--- src/rtl/resp_ctl_pkg.sv ---
// Purpose: shared constants and carrier types for the respiration control
// Assumes: AXI4-Lite slave with 32-bit data, one word per register
// Notes: register positions are word indices, byte address is index * 4
package resp_ctl_pkg;

  localparam int AXI_ADDR_WIDTH = 8;
  localparam int REG_WIDTH = 24;

  // word indices and byte addresses
  localparam logic [AXI_ADDR_WIDTH-1:0] RESP_CTL_INDEX = 8'h03;
  localparam logic [AXI_ADDR_WIDTH-1:0] RESP_STATUS_INDEX = 8'h04;
  localparam logic [AXI_ADDR_WIDTH-1:0] RESP_CTL_ADDR = 8'h0C;
  localparam logic [AXI_ADDR_WIDTH-1:0] RESP_STATUS_ADDR = 8'h10;

  // reset value and writable bits of the control word
  localparam logic [REG_WIDTH-1:0] RESP_CTL_RESET = 24'h000001;
  localparam logic [REG_WIDTH-1:0] RESP_CTL_WRITE_MASK = 24'h01FFFF;

  // field positions
  localparam int ENABLE_BIT = 0;
  localparam int CAPACITOR_BIT = 12;
  localparam int DRIVE_PAIR_BIT = 13;
  localparam int AMP_BYPASS_BIT = 14;
  localparam int SYNC_EXPORT_BIT = 15;
  localparam int EVERY_CYCLE_BIT = 16;

  // carrier defaults
  localparam int DAC_WIDTH = 8;
  localparam int GROUP_CYCLES = 8;

  // bus answers
  localparam logic [1:0] RESP_OKAY = 2'h0;
  localparam logic [1:0] RESP_DECERR = 2'h3;

  typedef struct packed {
    logic [AXI_ADDR_WIDTH-1:0] addr;
    logic [2:0] prot;
  } axi_addr_type;

  typedef struct packed {
    logic [31:0] data;
    logic [3:0] strb;
  } axi_wdata_type;

  typedef struct packed {
    logic [31:0] data;
    logic [1:0] resp;
  } axi_rdata_type;

  typedef struct packed {
    logic every_cycle;
    logic sync_export;
    logic amp_bypass;
    logic drive_pair;
    logic capacitor;
    logic enable;
  } resp_fields_type;

  typedef struct packed {
    logic out;
    logic oe;
  } pin_drive_type;

  typedef struct packed {
    logic left_leg;
    logic left_arm;
    logic right_arm;
    logic amp_bypass;
    logic ext_capacitor;
  } drive_route_type;

endpackage : resp_ctl_pkg

--- src/rtl/carrier_wave_gen.sv ---
// Purpose: respiration carrier ramp feeding the drive dac
// Assumes: one clock, synchronous active-low reset
// Notes: without every-cycle mode one carrier cycle in a group is stretched
`timescale 1ns/1ps
module carrier_wave_gen #(
  parameter int DAC_BITS = resp_ctl_pkg::DAC_WIDTH,
  parameter int GROUP_LEN = resp_ctl_pkg::GROUP_CYCLES
) (
  input wire logic aclk,
  input wire logic aresetn,
  input wire logic enable,
  input wire logic every_cycle,
  output logic [DAC_BITS-1:0] dac_code,
  output logic cycle_wrap
);
  import resp_ctl_pkg::*;

  localparam int GROUP_BITS = (GROUP_LEN > 1) ? $clog2(GROUP_LEN) : 1;
  localparam logic [GROUP_BITS-1:0] GROUP_LAST = GROUP_BITS'(GROUP_LEN - 1);

  logic [GROUP_BITS-1:0] group_count;
  logic dwell;
  wire at_top = &dac_code;
  wire group_end = (group_count == GROUP_LAST);
  wire need_dwell = at_top && !every_cycle && group_end && !dwell;
  wire step = enable && !need_dwell;
  wire [DAC_BITS-1:0] next_dac_code = dac_code + DAC_BITS'(1);
  wire [GROUP_BITS-1:0] next_group_count =
    group_end ? '0 : group_count + GROUP_BITS'(1);

  always_ff @(posedge aclk) begin
    if (!aresetn) begin
      dac_code <= '0;
      group_count <= '0;
      dwell <= 1'b0;
      cycle_wrap <= 1'b0;
    end else begin
      dwell <= enable && need_dwell;
      cycle_wrap <= step && at_top;
      if (step) begin
        dac_code <= next_dac_code;
      end
      if (step && at_top) begin
        group_count <= next_group_count;
      end
    end
  end

endmodule : carrier_wave_gen

--- src/rtl/drive_router.sv ---
// Purpose: routes the drive pair, amplifier bypass, capacitors and pin 3
// Assumes: fields come straight from the control register
// Notes: all outputs are registered
`timescale 1ns/1ps
module drive_router (
  input wire logic aclk,
  input wire logic aresetn,
  input resp_ctl_pkg::resp_fields_type fields,
  input wire logic dac_msb,
  input resp_ctl_pkg::pin_drive_type pin_normal,
  output resp_ctl_pkg::pin_drive_type pin_drive,
  output resp_ctl_pkg::drive_route_type route
);
  import resp_ctl_pkg::*;

  pin_drive_type next_pin_drive;
  drive_route_type next_route;

  assign next_pin_drive = fields.sync_export ?
    pin_drive_type'{out: dac_msb, oe: 1'b1} : pin_normal;
  assign next_route.left_leg = fields.enable && !fields.drive_pair;
  assign next_route.left_arm = fields.enable && fields.drive_pair;
  assign next_route.right_arm = fields.enable || fields.capacitor;
  assign next_route.amp_bypass = fields.amp_bypass;
  assign next_route.ext_capacitor = fields.capacitor;

  always_ff @(posedge aclk) begin
    if (!aresetn) begin
      pin_drive <= '0;
      route <= '0;
    end else begin
      pin_drive <= next_pin_drive;
      route <= next_route;
    end
  end

endmodule : drive_router

--- src/rtl/respiration_control_fields.sv ---
// Purpose: respiration control register with AXI4-Lite access
// Assumes: aclk at 200 MHz, aresetn synchronous active low
// Notes: control word at index 3, status word at index 4
`timescale 1ns/1ps
module respiration_control_fields #(
  parameter int DAC_BITS = resp_ctl_pkg::DAC_WIDTH,
  parameter int GROUP_LEN = resp_ctl_pkg::GROUP_CYCLES
) (
  input wire logic aclk,
  input wire logic aresetn,
  input wire logic s_axi_awvalid,
  output logic s_axi_awready,
  input resp_ctl_pkg::axi_addr_type s_axi_aw,
  input wire logic s_axi_wvalid,
  output logic s_axi_wready,
  input resp_ctl_pkg::axi_wdata_type s_axi_w,
  output logic s_axi_bvalid,
  input wire logic s_axi_bready,
  output logic [1:0] s_axi_bresp,
  input wire logic s_axi_arvalid,
  output logic s_axi_arready,
  input resp_ctl_pkg::axi_addr_type s_axi_ar,
  output logic s_axi_rvalid,
  input wire logic s_axi_rready,
  output resp_ctl_pkg::axi_rdata_type s_axi_r,
  input wire logic general_pin_three_normal_out,
  input wire logic general_pin_three_normal_oe,
  output logic general_pin_three_out,
  output logic general_pin_three_oe,
  output logic [DAC_BITS-1:0] breathing_drive_dac,
  output logic drive_out_left_leg,
  output logic drive_out_left_arm,
  output logic drive_out_right_arm,
  output logic external_amp_bypass_en,
  output logic capacitor_source_sel
);
  import resp_ctl_pkg::*;

  // register storage
  logic [REG_WIDTH-1:0] respiration_control;

  // write channel holding state
  logic aw_held;
  logic w_held;
  logic [AXI_ADDR_WIDTH-1:0] aw_addr;
  logic [31:0] w_data;
  logic [3:0] w_strb;

  // carrier state
  logic [DAC_BITS-1:0] dac_code;
  logic cycle_wrap;
  logic [15:0] wrap_count;

  // exported msb period watch
  localparam int PERIOD_BITS = DAC_BITS + 2;
  logic msb_seen;
  logic [1:0] rises_seen;
  logic [PERIOD_BITS-1:0] period_count;
  logic [PERIOD_BITS-1:0] last_period;
  logic period_varied;

  // byte-lane merge used only by the control register write
  function automatic logic [REG_WIDTH-1:0] merge_lanes(
    input logic [REG_WIDTH-1:0] old_value,
    input logic [31:0] data,
    input logic [3:0] strb
  );
    logic [REG_WIDTH-1:0] result;
    result = old_value;
    for (int lane = 0; lane < REG_WIDTH / 8; lane++) begin
      if (strb[lane]) begin
        result[lane*8 +: 8] = data[lane*8 +: 8];
      end
    end
    return result;
  endfunction : merge_lanes

  // word address match, ignoring the low two byte bits
  function automatic logic addr_is(
    input logic [AXI_ADDR_WIDTH-1:0] addr,
    input logic [AXI_ADDR_WIDTH-1:0] target
  );
    return addr[AXI_ADDR_WIDTH-1:2] == target[AXI_ADDR_WIDTH-1:2];
  endfunction : addr_is

  // field view of the control word
  resp_fields_type fields;
  assign fields.every_cycle = respiration_control[EVERY_CYCLE_BIT];
  assign fields.sync_export = respiration_control[SYNC_EXPORT_BIT];
  assign fields.amp_bypass = respiration_control[AMP_BYPASS_BIT];
  assign fields.drive_pair = respiration_control[DRIVE_PAIR_BIT];
  assign fields.capacitor = respiration_control[CAPACITOR_BIT];
  assign fields.enable = respiration_control[ENABLE_BIT];

  // write address and data are accepted in either order
  wire aw_take = s_axi_awvalid && s_axi_awready;
  wire w_take = s_axi_wvalid && s_axi_wready;
  wire aw_have = aw_held || aw_take;
  wire w_have = w_held || w_take;
  wire write_fire = aw_have && w_have && !s_axi_bvalid;

  assign s_axi_awready = !aw_held && !s_axi_bvalid;
  assign s_axi_wready = !w_held && !s_axi_bvalid;

  wire [AXI_ADDR_WIDTH-1:0] wr_addr = aw_held ? aw_addr : s_axi_aw.addr;
  wire [31:0] wr_data = w_held ? w_data : s_axi_w.data;
  wire [3:0] wr_strb = w_held ? w_strb : s_axi_w.strb;

  wire wr_hits_ctl = addr_is(wr_addr, RESP_CTL_ADDR);
  wire wr_hits_status = addr_is(wr_addr, RESP_STATUS_ADDR);
  wire wr_mapped = wr_hits_ctl || wr_hits_status;

  wire [REG_WIDTH-1:0] next_respiration_control =
    merge_lanes(respiration_control, wr_data, wr_strb) & RESP_CTL_WRITE_MASK;

  always_ff @(posedge aclk) begin
    if (!aresetn) begin
      aw_held <= 1'b0;
      aw_addr <= '0;
    end else if (write_fire) begin
      aw_held <= 1'b0;
    end else if (aw_take) begin
      aw_held <= 1'b1;
      aw_addr <= s_axi_aw.addr;
    end
  end

  always_ff @(posedge aclk) begin
    if (!aresetn) begin
      w_held <= 1'b0;
      w_data <= '0;
      w_strb <= '0;
    end else if (write_fire) begin
      w_held <= 1'b0;
    end else if (w_take) begin
      w_held <= 1'b1;
      w_data <= s_axi_w.data;
      w_strb <= s_axi_w.strb;
    end
  end

  always_ff @(posedge aclk) begin
    if (!aresetn) begin
      respiration_control <= RESP_CTL_RESET;
    end else if (write_fire && wr_hits_ctl) begin
      respiration_control <= next_respiration_control;
    end
  end

  always_ff @(posedge aclk) begin
    if (!aresetn) begin
      s_axi_bvalid <= 1'b0;
      s_axi_bresp <= RESP_OKAY;
    end else if (write_fire) begin
      s_axi_bvalid <= 1'b1;
      s_axi_bresp <= wr_mapped ? RESP_OKAY : RESP_DECERR;
    end else if (s_axi_bready) begin
      s_axi_bvalid <= 1'b0;
    end
  end

  // read path: one read in flight, answer one cycle after the address
  wire ar_take = s_axi_arvalid && s_axi_arready;
  assign s_axi_arready = !s_axi_rvalid;

  wire rd_hits_ctl = addr_is(s_axi_ar.addr, RESP_CTL_ADDR);
  wire rd_hits_status = addr_is(s_axi_ar.addr, RESP_STATUS_ADDR);

  // status word: dac code, pin three state, period flag, wrap count
  wire [31:0] status_word = {wrap_count[7:0], 5'h00, period_varied,
    general_pin_three_oe, general_pin_three_out,
    {(16 - DAC_BITS){1'b0}}, dac_code};

  wire [31:0] ctl_word = {8'h00, respiration_control & RESP_CTL_WRITE_MASK};

  axi_rdata_type next_read;
  assign next_read.data = rd_hits_ctl ? ctl_word :
    (rd_hits_status ? status_word : 32'h00000000);
  assign next_read.resp = (rd_hits_ctl || rd_hits_status) ?
    RESP_OKAY : RESP_DECERR;

  always_ff @(posedge aclk) begin
    if (!aresetn) begin
      s_axi_rvalid <= 1'b0;
      s_axi_r <= '0;
    end else if (ar_take) begin
      s_axi_rvalid <= 1'b1;
      s_axi_r <= next_read;
    end else if (s_axi_rready) begin
      s_axi_rvalid <= 1'b0;
    end
  end

  // carrier cycles completed, shown in the status word
  always_ff @(posedge aclk) begin
    if (!aresetn) begin
      wrap_count <= '0;
    end else if (cycle_wrap) begin
      wrap_count <= wrap_count + 16'h0001;
    end
  end

  // msb period watch
  // rise-to-rise length of the dac msb, compared with the one before;
  // the flag stays set until software writes the status word, so a
  // stretched carrier cycle is caught even between reads
  wire msb_now = dac_code[DAC_BITS-1];
  wire msb_rise = msb_now && !msb_seen;
  wire period_full = &period_count;
  wire period_valid = (rises_seen == 2'h2);
  wire [1:0] next_rises_seen =
    period_valid ? rises_seen : rises_seen + 2'h1;
  wire [PERIOD_BITS-1:0] next_period_count =
    msb_rise ? PERIOD_BITS'(1) :
    (period_full ? period_count : period_count + PERIOD_BITS'(1));
  wire period_differs =
    msb_rise && period_valid && (period_count != last_period);
  wire varied_clear = write_fire && wr_hits_status;

  // reset level matches the dac reset code, so no false rise
  always_ff @(posedge aclk) begin
    if (!aresetn) begin
      msb_seen <= 1'b0;
    end else begin
      msb_seen <= msb_now;
    end
  end

  always_ff @(posedge aclk) begin
    if (!aresetn) begin
      period_count <= '0;
    end else begin
      period_count <= next_period_count;
    end
  end

  always_ff @(posedge aclk) begin
    if (!aresetn) begin
      rises_seen <= 2'h0;
      last_period <= '0;
    end else if (msb_rise) begin
      rises_seen <= next_rises_seen;
      last_period <= period_count;
    end
  end

  // a new change wins over a clear in the same cycle
  always_ff @(posedge aclk) begin
    if (!aresetn) begin
      period_varied <= 1'b0;
    end else if (period_differs) begin
      period_varied <= 1'b1;
    end else if (varied_clear) begin
      period_varied <= 1'b0;
    end
  end

  carrier_wave_gen #(
    .DAC_BITS(DAC_BITS),
    .GROUP_LEN(GROUP_LEN)
  ) carrier (
    .aclk(aclk),
    .aresetn(aresetn),
    .enable(fields.enable),
    .every_cycle(fields.every_cycle),
    .dac_code(dac_code),
    .cycle_wrap(cycle_wrap)
  );

  assign breathing_drive_dac = dac_code;

  pin_drive_type pin_normal;
  pin_drive_type pin_drive;
  drive_route_type route;

  assign pin_normal.out = general_pin_three_normal_out;
  assign pin_normal.oe = general_pin_three_normal_oe;

  // pin three export and drive pair routing
  drive_router router (
    .aclk(aclk),
    .aresetn(aresetn),
    .fields(fields),
    .dac_msb(dac_code[DAC_BITS-1]),
    .pin_normal(pin_normal),
    .pin_drive(pin_drive),
    .route(route)
  );

  assign general_pin_three_out = pin_drive.out;
  assign general_pin_three_oe = pin_drive.oe;
  assign drive_out_left_leg = route.left_leg;
  assign drive_out_left_arm = route.left_arm;
  assign drive_out_right_arm = route.right_arm;
  assign external_amp_bypass_en = route.amp_bypass;
  assign capacitor_source_sel = route.ext_capacitor;

endmodule : respiration_control_fields

--- config.mk ---
export PLATFORM = sky130hd
export DESIGN_NAME = respiration_control_fields
export DESIGN_NICKNAME = d
export VERILOG_FILES = /design/src/rtl/resp_ctl_pkg.sv /design/src/rtl/carrier_wave_gen.sv /design/src/rtl/drive_router.sv /design/src/rtl/respiration_control_fields.sv
export SDC_FILE = /design/constraint.sdc
export NUM_CORES = 1
export LEC_CHECK = 0
export ABC_AREA = 1
export BUFFER_PORTS_ARGS = -buffer_cell sky130_fd_sc_hd__buf_4
export CORE_MARGIN = 5
export CORE_UTILIZATION = 54
export DETAILED_ROUTE_END_ITERATION = 8
export PLACE_DENSITY_LB_ADDON = 0.2
export SLEW_MARGIN = 20
export SYNTH_ARGS = -nofsm -noshare
export SYNTH_HDL_FRONTEND = slang
export SYNTH_SLANG_ARGS = --single-unit
--- constraint.sdc ---
create_clock -name aclk -period 1.87 [get_ports aclk]
set_input_delay 0.374 -clock aclk [delete_from_list [all_inputs] [get_ports aclk]]
set_output_delay 0.374 -clock aclk [all_outputs]
set_load 0.005 [all_outputs]
### Yosys cells after proc, flatten, opt, wreduce, memory -nomap -nowiden

Cells that the tools add are included.

* add/subtract/negate cells: 5
* $mul: 0
* divide/modulo/power cells: 0
* $lt $le $gt $ge: 0
* eq/ne operators: 8
* shift-type cells: 0
* mux-type cells: 17
* bitwise gates (word level): 3
* reductions and logical operators: 47

Operators by type and width (count)
* 32-bit 2-to-1 mux: 2
* 1-bit logical AND: 20
* 17-bit 2-to-1 mux: 1
* 16-bit by 1-bit adder with 16-bit output, second input constant: 1
* 6-bit by 2-bit equality test with 1-bit output, second input constant: 2
* 6-bit by 3-bit equality test with 1-bit output, second input constant: 2
* 2-bit AND reduction: 6
* 10-bit by 1-bit adder with 10-bit output, second input constant: 1
* 10-bit inequality test: 1
* 10-bit AND reduction: 1
* 1-bit logical NOT: 9
* 8-bit by 1-bit adder with 8-bit output, second input constant: 1
* 1-bit 2-to-1 mux: 8
* 8-bit 2-to-1 mux: 1
* 8-bit AND reduction: 1
* 2-bit 2-to-1 mux: 3
* 3-bit 2-to-1 mux: 2
* 2-bit nonzero test: 3
* 1-bit logical OR: 5
* 2-bit OR reduction: 2
* 3-bit by 1-bit adder with 3-bit output, second input constant: 1
* 3-bit equality test, second input constant: 1
* 1-bit NOT: 3
* 2-bit by 1-bit adder with 2-bit output, second input constant: 1
* other kinds (2): 2

* flip-flop bits (word level): 145
* latch bits: 0
* memory bits (writable): 0
* ROM bits: 0
* bits of input ports: 67
* output and inout port bits: 56
* memories kept: 0

### Depth between registers and ports, before layout

* word-level depth: 9
* depth in mapped cells: 11
* gate-level depth less buffers: 10

### Hierarchy

A second synthesis with hierarchy kept.

* cells, all modules: 839
* area total of the unflattened synthesis: 5844.4 sq um

Modules (own cells, without submodules)
* respiration_control_fields: times used 1, cells an instance 713, area an instance 4918.5 sq um
* carrier_wave_gen: times used 1, cells an instance 104, area an instance 723.2 sq um
* drive_router: times used 1, cells an instance 22, area an instance 202.7 sq um

### Worst setup path after synthesis

OpenSTA, ideal clock, no wires.

* kind: flip-flop to flip-flop
* start point: reg carrier.dac_code[0]
* end point: reg carrier.dac_code[6]
* library setup time: 118 ps
* arrival: 1343 ps
* required time: 1752 ps
* setup slack: 409 ps
* cell stages (with the launch flop): 10
* path buffers: 1
* path through: dfxtp_1 ha_1 nand2_1 nor2_1 nand3_1 nand2_1 buf_4 o21ai_0 nand2_1 nor2_1

* longest elaborated chain between the ends: 6
* elaborated cells between the ends (all ways): 7
* classes of those cells: add/sub: 1; reduce/logical: 6

RTL lines
* from (decl): RTL line carrier_wave_gen.sv:13 `output logic [DAC_BITS-1:0] dac_code,`
* from (signal assigned): RTL line carrier_wave_gen.sv:41 `dac_code <= next_dac_code;`
* branches (longest 6 deep; another with 8-bit by 1-bit adder with 8-bit output)

Several ways; the timed one is not identified.
A chain may end at the register's enable or synchronous reset.

### Worst setup path after layout

* start point: reg carrier.group_count[0]
* end point: reg carrier.dac_code[6]

* longest elaborated chain between the ends: 5

RTL lines
* from (decl): RTL line carrier_wave_gen.sv:21 `logic [GROUP_BITS-1:0] group_count;`
* from (signal assigned): RTL line carrier_wave_gen.sv:44 `group_count <= next_group_count;`
* 3-bit equality test: RTL line carrier_wave_gen.sv:24 `wire group_end = (group_count == GROUP_LAST);`
* 1-bit logical AND (2 in series): RTL line carrier_wave_gen.sv:25 `wire need_dwell = at_top && !every_cycle && group_end && !dwell;`
* 1-bit logical NOT: RTL line carrier_wave_gen.sv:26 `wire step = enable && !need_dwell;`
* 1-bit logical AND: RTL line carrier_wave_gen.sv:26

No other way between the ends.

==> out/summary.log <==
[synth] Post-Synth Adder-Cell Area 0.0132
[sta] final count of hold timing violations 0
[floorplanning] placement row count 37
[sta] setup repair after global routing missed its margin false
[setup_path] destination of the worst register-to-register timing path carrier.dac_code[6]$_SDFFE_PN0P_
[synth] fraction of the mapped netlist area in compound gates 0.168
[setup_path] crit path to carrier.dac_code[6]$_SDFFE_PN0P_
[job] Maximum Capacitance Violations 0
[cells_and_area] number of inserted diodes 0
[sta] Layout Skew 0.00698 ns
[synth] library cell occupying the most area in the post-synthesis netlist sky130_fd_sc_hd__dfxtp_1
[setup_path] endpoint arrival time on the critical path 2.08 ns
[cells_and_area] Layout Area Growth over Synthesis 24.4%
[setup_path] kind of end point of the critical path flop
[cells_and_area] number of inserted filler cells in the final layout 878
[grt] wire length of the first global-routing pass 22100 µm
[sta] highest achievable clock rate 596 MHz
[synth] area share of xor/xnor cells in the synthesized design 0.00922
[synth] Most used DFF post-synth sky130_fd_sc_hd__dfxtp_1
[floorplanning] initial standard-cell utilization of the core 0.552
[detailed_routing] residual DRC count 0
[synth] synth top area cells sky130_fd_sc_hd__dfxtp_1, sky130_fd_sc_hd__nand2_1, sky130_fd_sc_hd__o21ai_0
[min_path] type of the most critical hold path input port to flop
[detailed_routing] mean routed wirelength per cell 12.8 µm
[clocking] CTS H-tree depth 4
[cells_and_area] final layout net count 965
[sta] Final Max Slew Viols 0
[setup_path] critical path fanouts, max 8
[placed_design] IO Port Bufs 91
[power] overall power of the completed layout 6.96 mW
[detailed_routing] routed vias 5274
[floorplanning] area enclosed by the die boundary 12700 µm²
[placed_design] DPL Wire Length 9120 µm
[detailed_routing] Pre-Repair DR Iteration Count 5
[floorplanning] ports placed on the boundary 123
[power] leakage power of the design 3.31 nW
[setup_path] Data required, critical path 2.28 ns
[synth] dominant cell by count in the synthesized netlist sky130_fd_sc_hd__nand2_1
[sta] period utilization 0.897
[synth] mapped cell area 5700 µm²
[synth] number of flops mapped to enable cells by yosys 0
[clocking] clock transition at the registers of the reported paths 0.06 ns
[grt] largest net degree at the start of global routing 87
[detailed_routing] vias per cell 5.07
[power] VDD IR-drop max 0.000608 V
[synth] proportion of synthesized chip area in sequential cells 0.450
[grt] initial antenna violation count 0
[floorplanning] floorplan die height 113 µm
[setup_path] startpoint type of the worst setup path flop
[synth] fraction of registers with async set/reset 0
[synth] cells after synthesis 805
[synth] average footprint of a synthesized cell 7.08 µm²
[synth] multiplexer area fraction after synthesis 0
[synth] Post-Synth Simple-Gate Area 0.243
[detailed_routing] Routed Wire Length 13300 µm
[synth] top cell type's share of synthesized area 0.450
[clocking] clock tree from TritonCTS yes
[floorplanning] die outline width 113 µm
[clocking] clock buffer count from CTS 17
[clocking] total number of clock tree sinks 128
[grt] GRT Util Overall 0.211
[synth] Syn. warnings 0
[setup_path] FF-to-FF Start carrier.group_count[0]$_SDFFE_PN0P_
[clocking] maximum number of buffers from clock root to sink 2
[detailed_routing] antenna violation net count after detailed routing 0
[grt] via count of the first global-routing pass 4949
[synth] number of storage elements in the synthesis netlist 128
[power] power density over the cells 981 nW/µm²
[detailed_routing] first-iteration detailed-routing DRC count 370
[setup_path] Reg2Reg Setup Slack 0.19 ns
[setup_path] type of the setup path with the least slack flop to flop
[synth] synth cell count leaders sky130_fd_sc_hd__nand2_1, sky130_fd_sc_hd__dfxtp_1, sky130_fd_sc_hd__nor2_1
[sta] Final Setup Violations 0
[placed_design] weighted congestion reported at the end of routability-driven placement 0.852
[sta] Setup TNS Final 0 ns
[synth] synth unique cells 35
[synth] main combinational cell family by area after synthesis simple AND/OR/NAND/NOR gates
[clocking] root buffer cell sky130_fd_sc_hd__clkbuf_8
[clocking] Skew-Pair Late Insertion Delay 0.52 ns
[cells_and_area] fraction of layout cells with a size suffix above 1 0.178
[grt] overflow left after global routing 0
[setup_path] depth of the worst register-to-register path 10
[run_status] run status completed
[floorplanning] core region area 10300 µm²
[sta] crit path time final 1.68 ns
[setup_path] launch point of the worst path carrier.group_count[0]$_SDFFE_PN0P_
==> cell usage in the layout (no fill, tap or decap), drive strengths merged, types with 3 or more instances in the layout <==
| cell type | Yosys | layout |
|---|---|---|
| a21oi | 65 | 65 |
| buf | 21 | 106 |
| clkbuf | 21 | 19 |
| nand2 | 161 | 161 |
| conb | 1 | 5 |
| a211oi | 8 | 8 |
| o21ai | 104 | 104 |
| clkinvlp | 0 | 4 |
| nand4 | 18 | 18 |
| xor2 | 5 | 5 |
| nor3 | 8 | 8 |
| ha | 6 | 6 |
| dfxtp | 128 | 128 |
| nor2 | 127 | 127 |
| bufinv | 0 | 3 |
| inv | 108 | 109 |
| clkinv | 1 | 6 |
| nand3 | 12 | 12 |
==> power breakdown <==
group / internal (mW) / total (mW) / switching (mW) / leakage (nW)
Combinational: 0.293 / 0.695 / 0.401 / 1.98
Clock: 2.10 / 3.32 / 1.22 / 0.286
Sequential: 2.86 / 2.94 / 0.0861 / 1.04
Total: 5.25 / 6.96 / 1.71 / 3.31
==> layer usage <==
layer / vias up / track usage / routed length (µm) / part of all wire
met1: 2362 / 0.255 / 5740 / 0.43
li1: 2726 / - / - / -
met2: 167 / 0.362 / 6550 / 0.49
met3: 19 / 0.0519 / 799 / 0.060
met4: 0 / 0.0833 / 201 / 0.015
met5: - / 0 / 0 / 0
==> final cells by class <==
cell class / instances / area, µm² / share of cell area
tap: 136 / 170 / 0.0240
sequential: 128 / 2560 / 0.362
inverter: 109 / 417 / 0.0588
clock inverter: 13 / 161 / 0.0228
clock buffer: 19 / 442 / 0.0623
multi-input combinational: 530 / 2500 / 0.353
timing repair buffer: 106 / 833 / 0.118
==> worst max-delay path, stage by stage, from the launching register on <==
cell,delay (ns)
sky130_fd_sc_hd__dfxtp_1,0.36
sky130_fd_sc_hd__ha_1,0.17
sky130_fd_sc_hd__ha_1,0.17
sky130_fd_sc_hd__inv_1,0.07
sky130_fd_sc_hd__nor3_1,0.13
sky130_fd_sc_hd__nand3_1,0.18
sky130_fd_sc_hd__nand2_4,0.14
sky130_fd_sc_hd__buf_4,0.16
sky130_fd_sc_hd__o21ai_0,0.08
sky130_fd_sc_hd__nand2_1,0.07
sky130_fd_sc_hd__nor2_1,0.04
==> sequential cells by signal (all words and copies together), names as in the netlist, 5 cells and up <==
signal and count:
aw_addr 6, carrier.dac_code 8, last_period 10, period_count 10, respiration_control 17, router.route 5
s_axi_r 28, w_data 17, wrap_count 8
==> through the flow <==
step / std cells / setup slack, ns / utilization / hold WS [ns] / cell area (µm²)
CTS: 1039 / 0.0375 / 0.684 / 0.0383 / 7060
finish: 1041 / 0.192 / 0.687 / 0.0536 / 7090
global route: 1041 / 0.00753 / 0.687 / 0.0310 / 7090
global placement: 1007 / 0.153 / 0.626 / 0.406 / 6460
floorplan: 809 / 0.409 / - / 0.393 / 5710
detailed placement: 1007 / 0.0900 / 0.626 / 0.404 / 6460
==> worst min-delay path by stage <==
stage	start	endpoint	slack [ns]	depth (start not counted)
floorplan	respiration_control[13]$_SDFFE_PN0P_	router.route[4]$_SDFF_PN0_	0.39	1
finish	s_axi_bready	s_axi_bvalid$_SDFFE_PN0P_	0.05	2
global placement	respiration_control[13]$_SDFFE_PN0P_	router.route[4]$_SDFF_PN0_	0.41	1
detailed placement	respiration_control[13]$_SDFFE_PN0P_	router.route[4]$_SDFF_PN0_	0.40	1
global route	s_axi_bready	s_axi_bvalid$_SDFFE_PN0P_	0.03	2
CTS	s_axi_bready	s_axi_bvalid$_SDFFE_PN0P_	0.04	2
==> kinds of logic (layout without fill, tap and decap cells) <==
family,Yosys count,after routing
and+or+nand+nor,329,329
AOI/OAI and AO/OA,184,184
xor gates and xnor gates,6,6
DFF,128,128
adders and majority gates,6,6
other,1,5
buffers and inverters,151,247
==> timing repair <==
action | 4_1_cts | 5_1_grt
setup buffers | 0 | 2
resized for setup | 0 | 5
hold buffers | 0 | 0
setup endpoints to repair | 0 | 17
(Power assumes the default switching activity.)
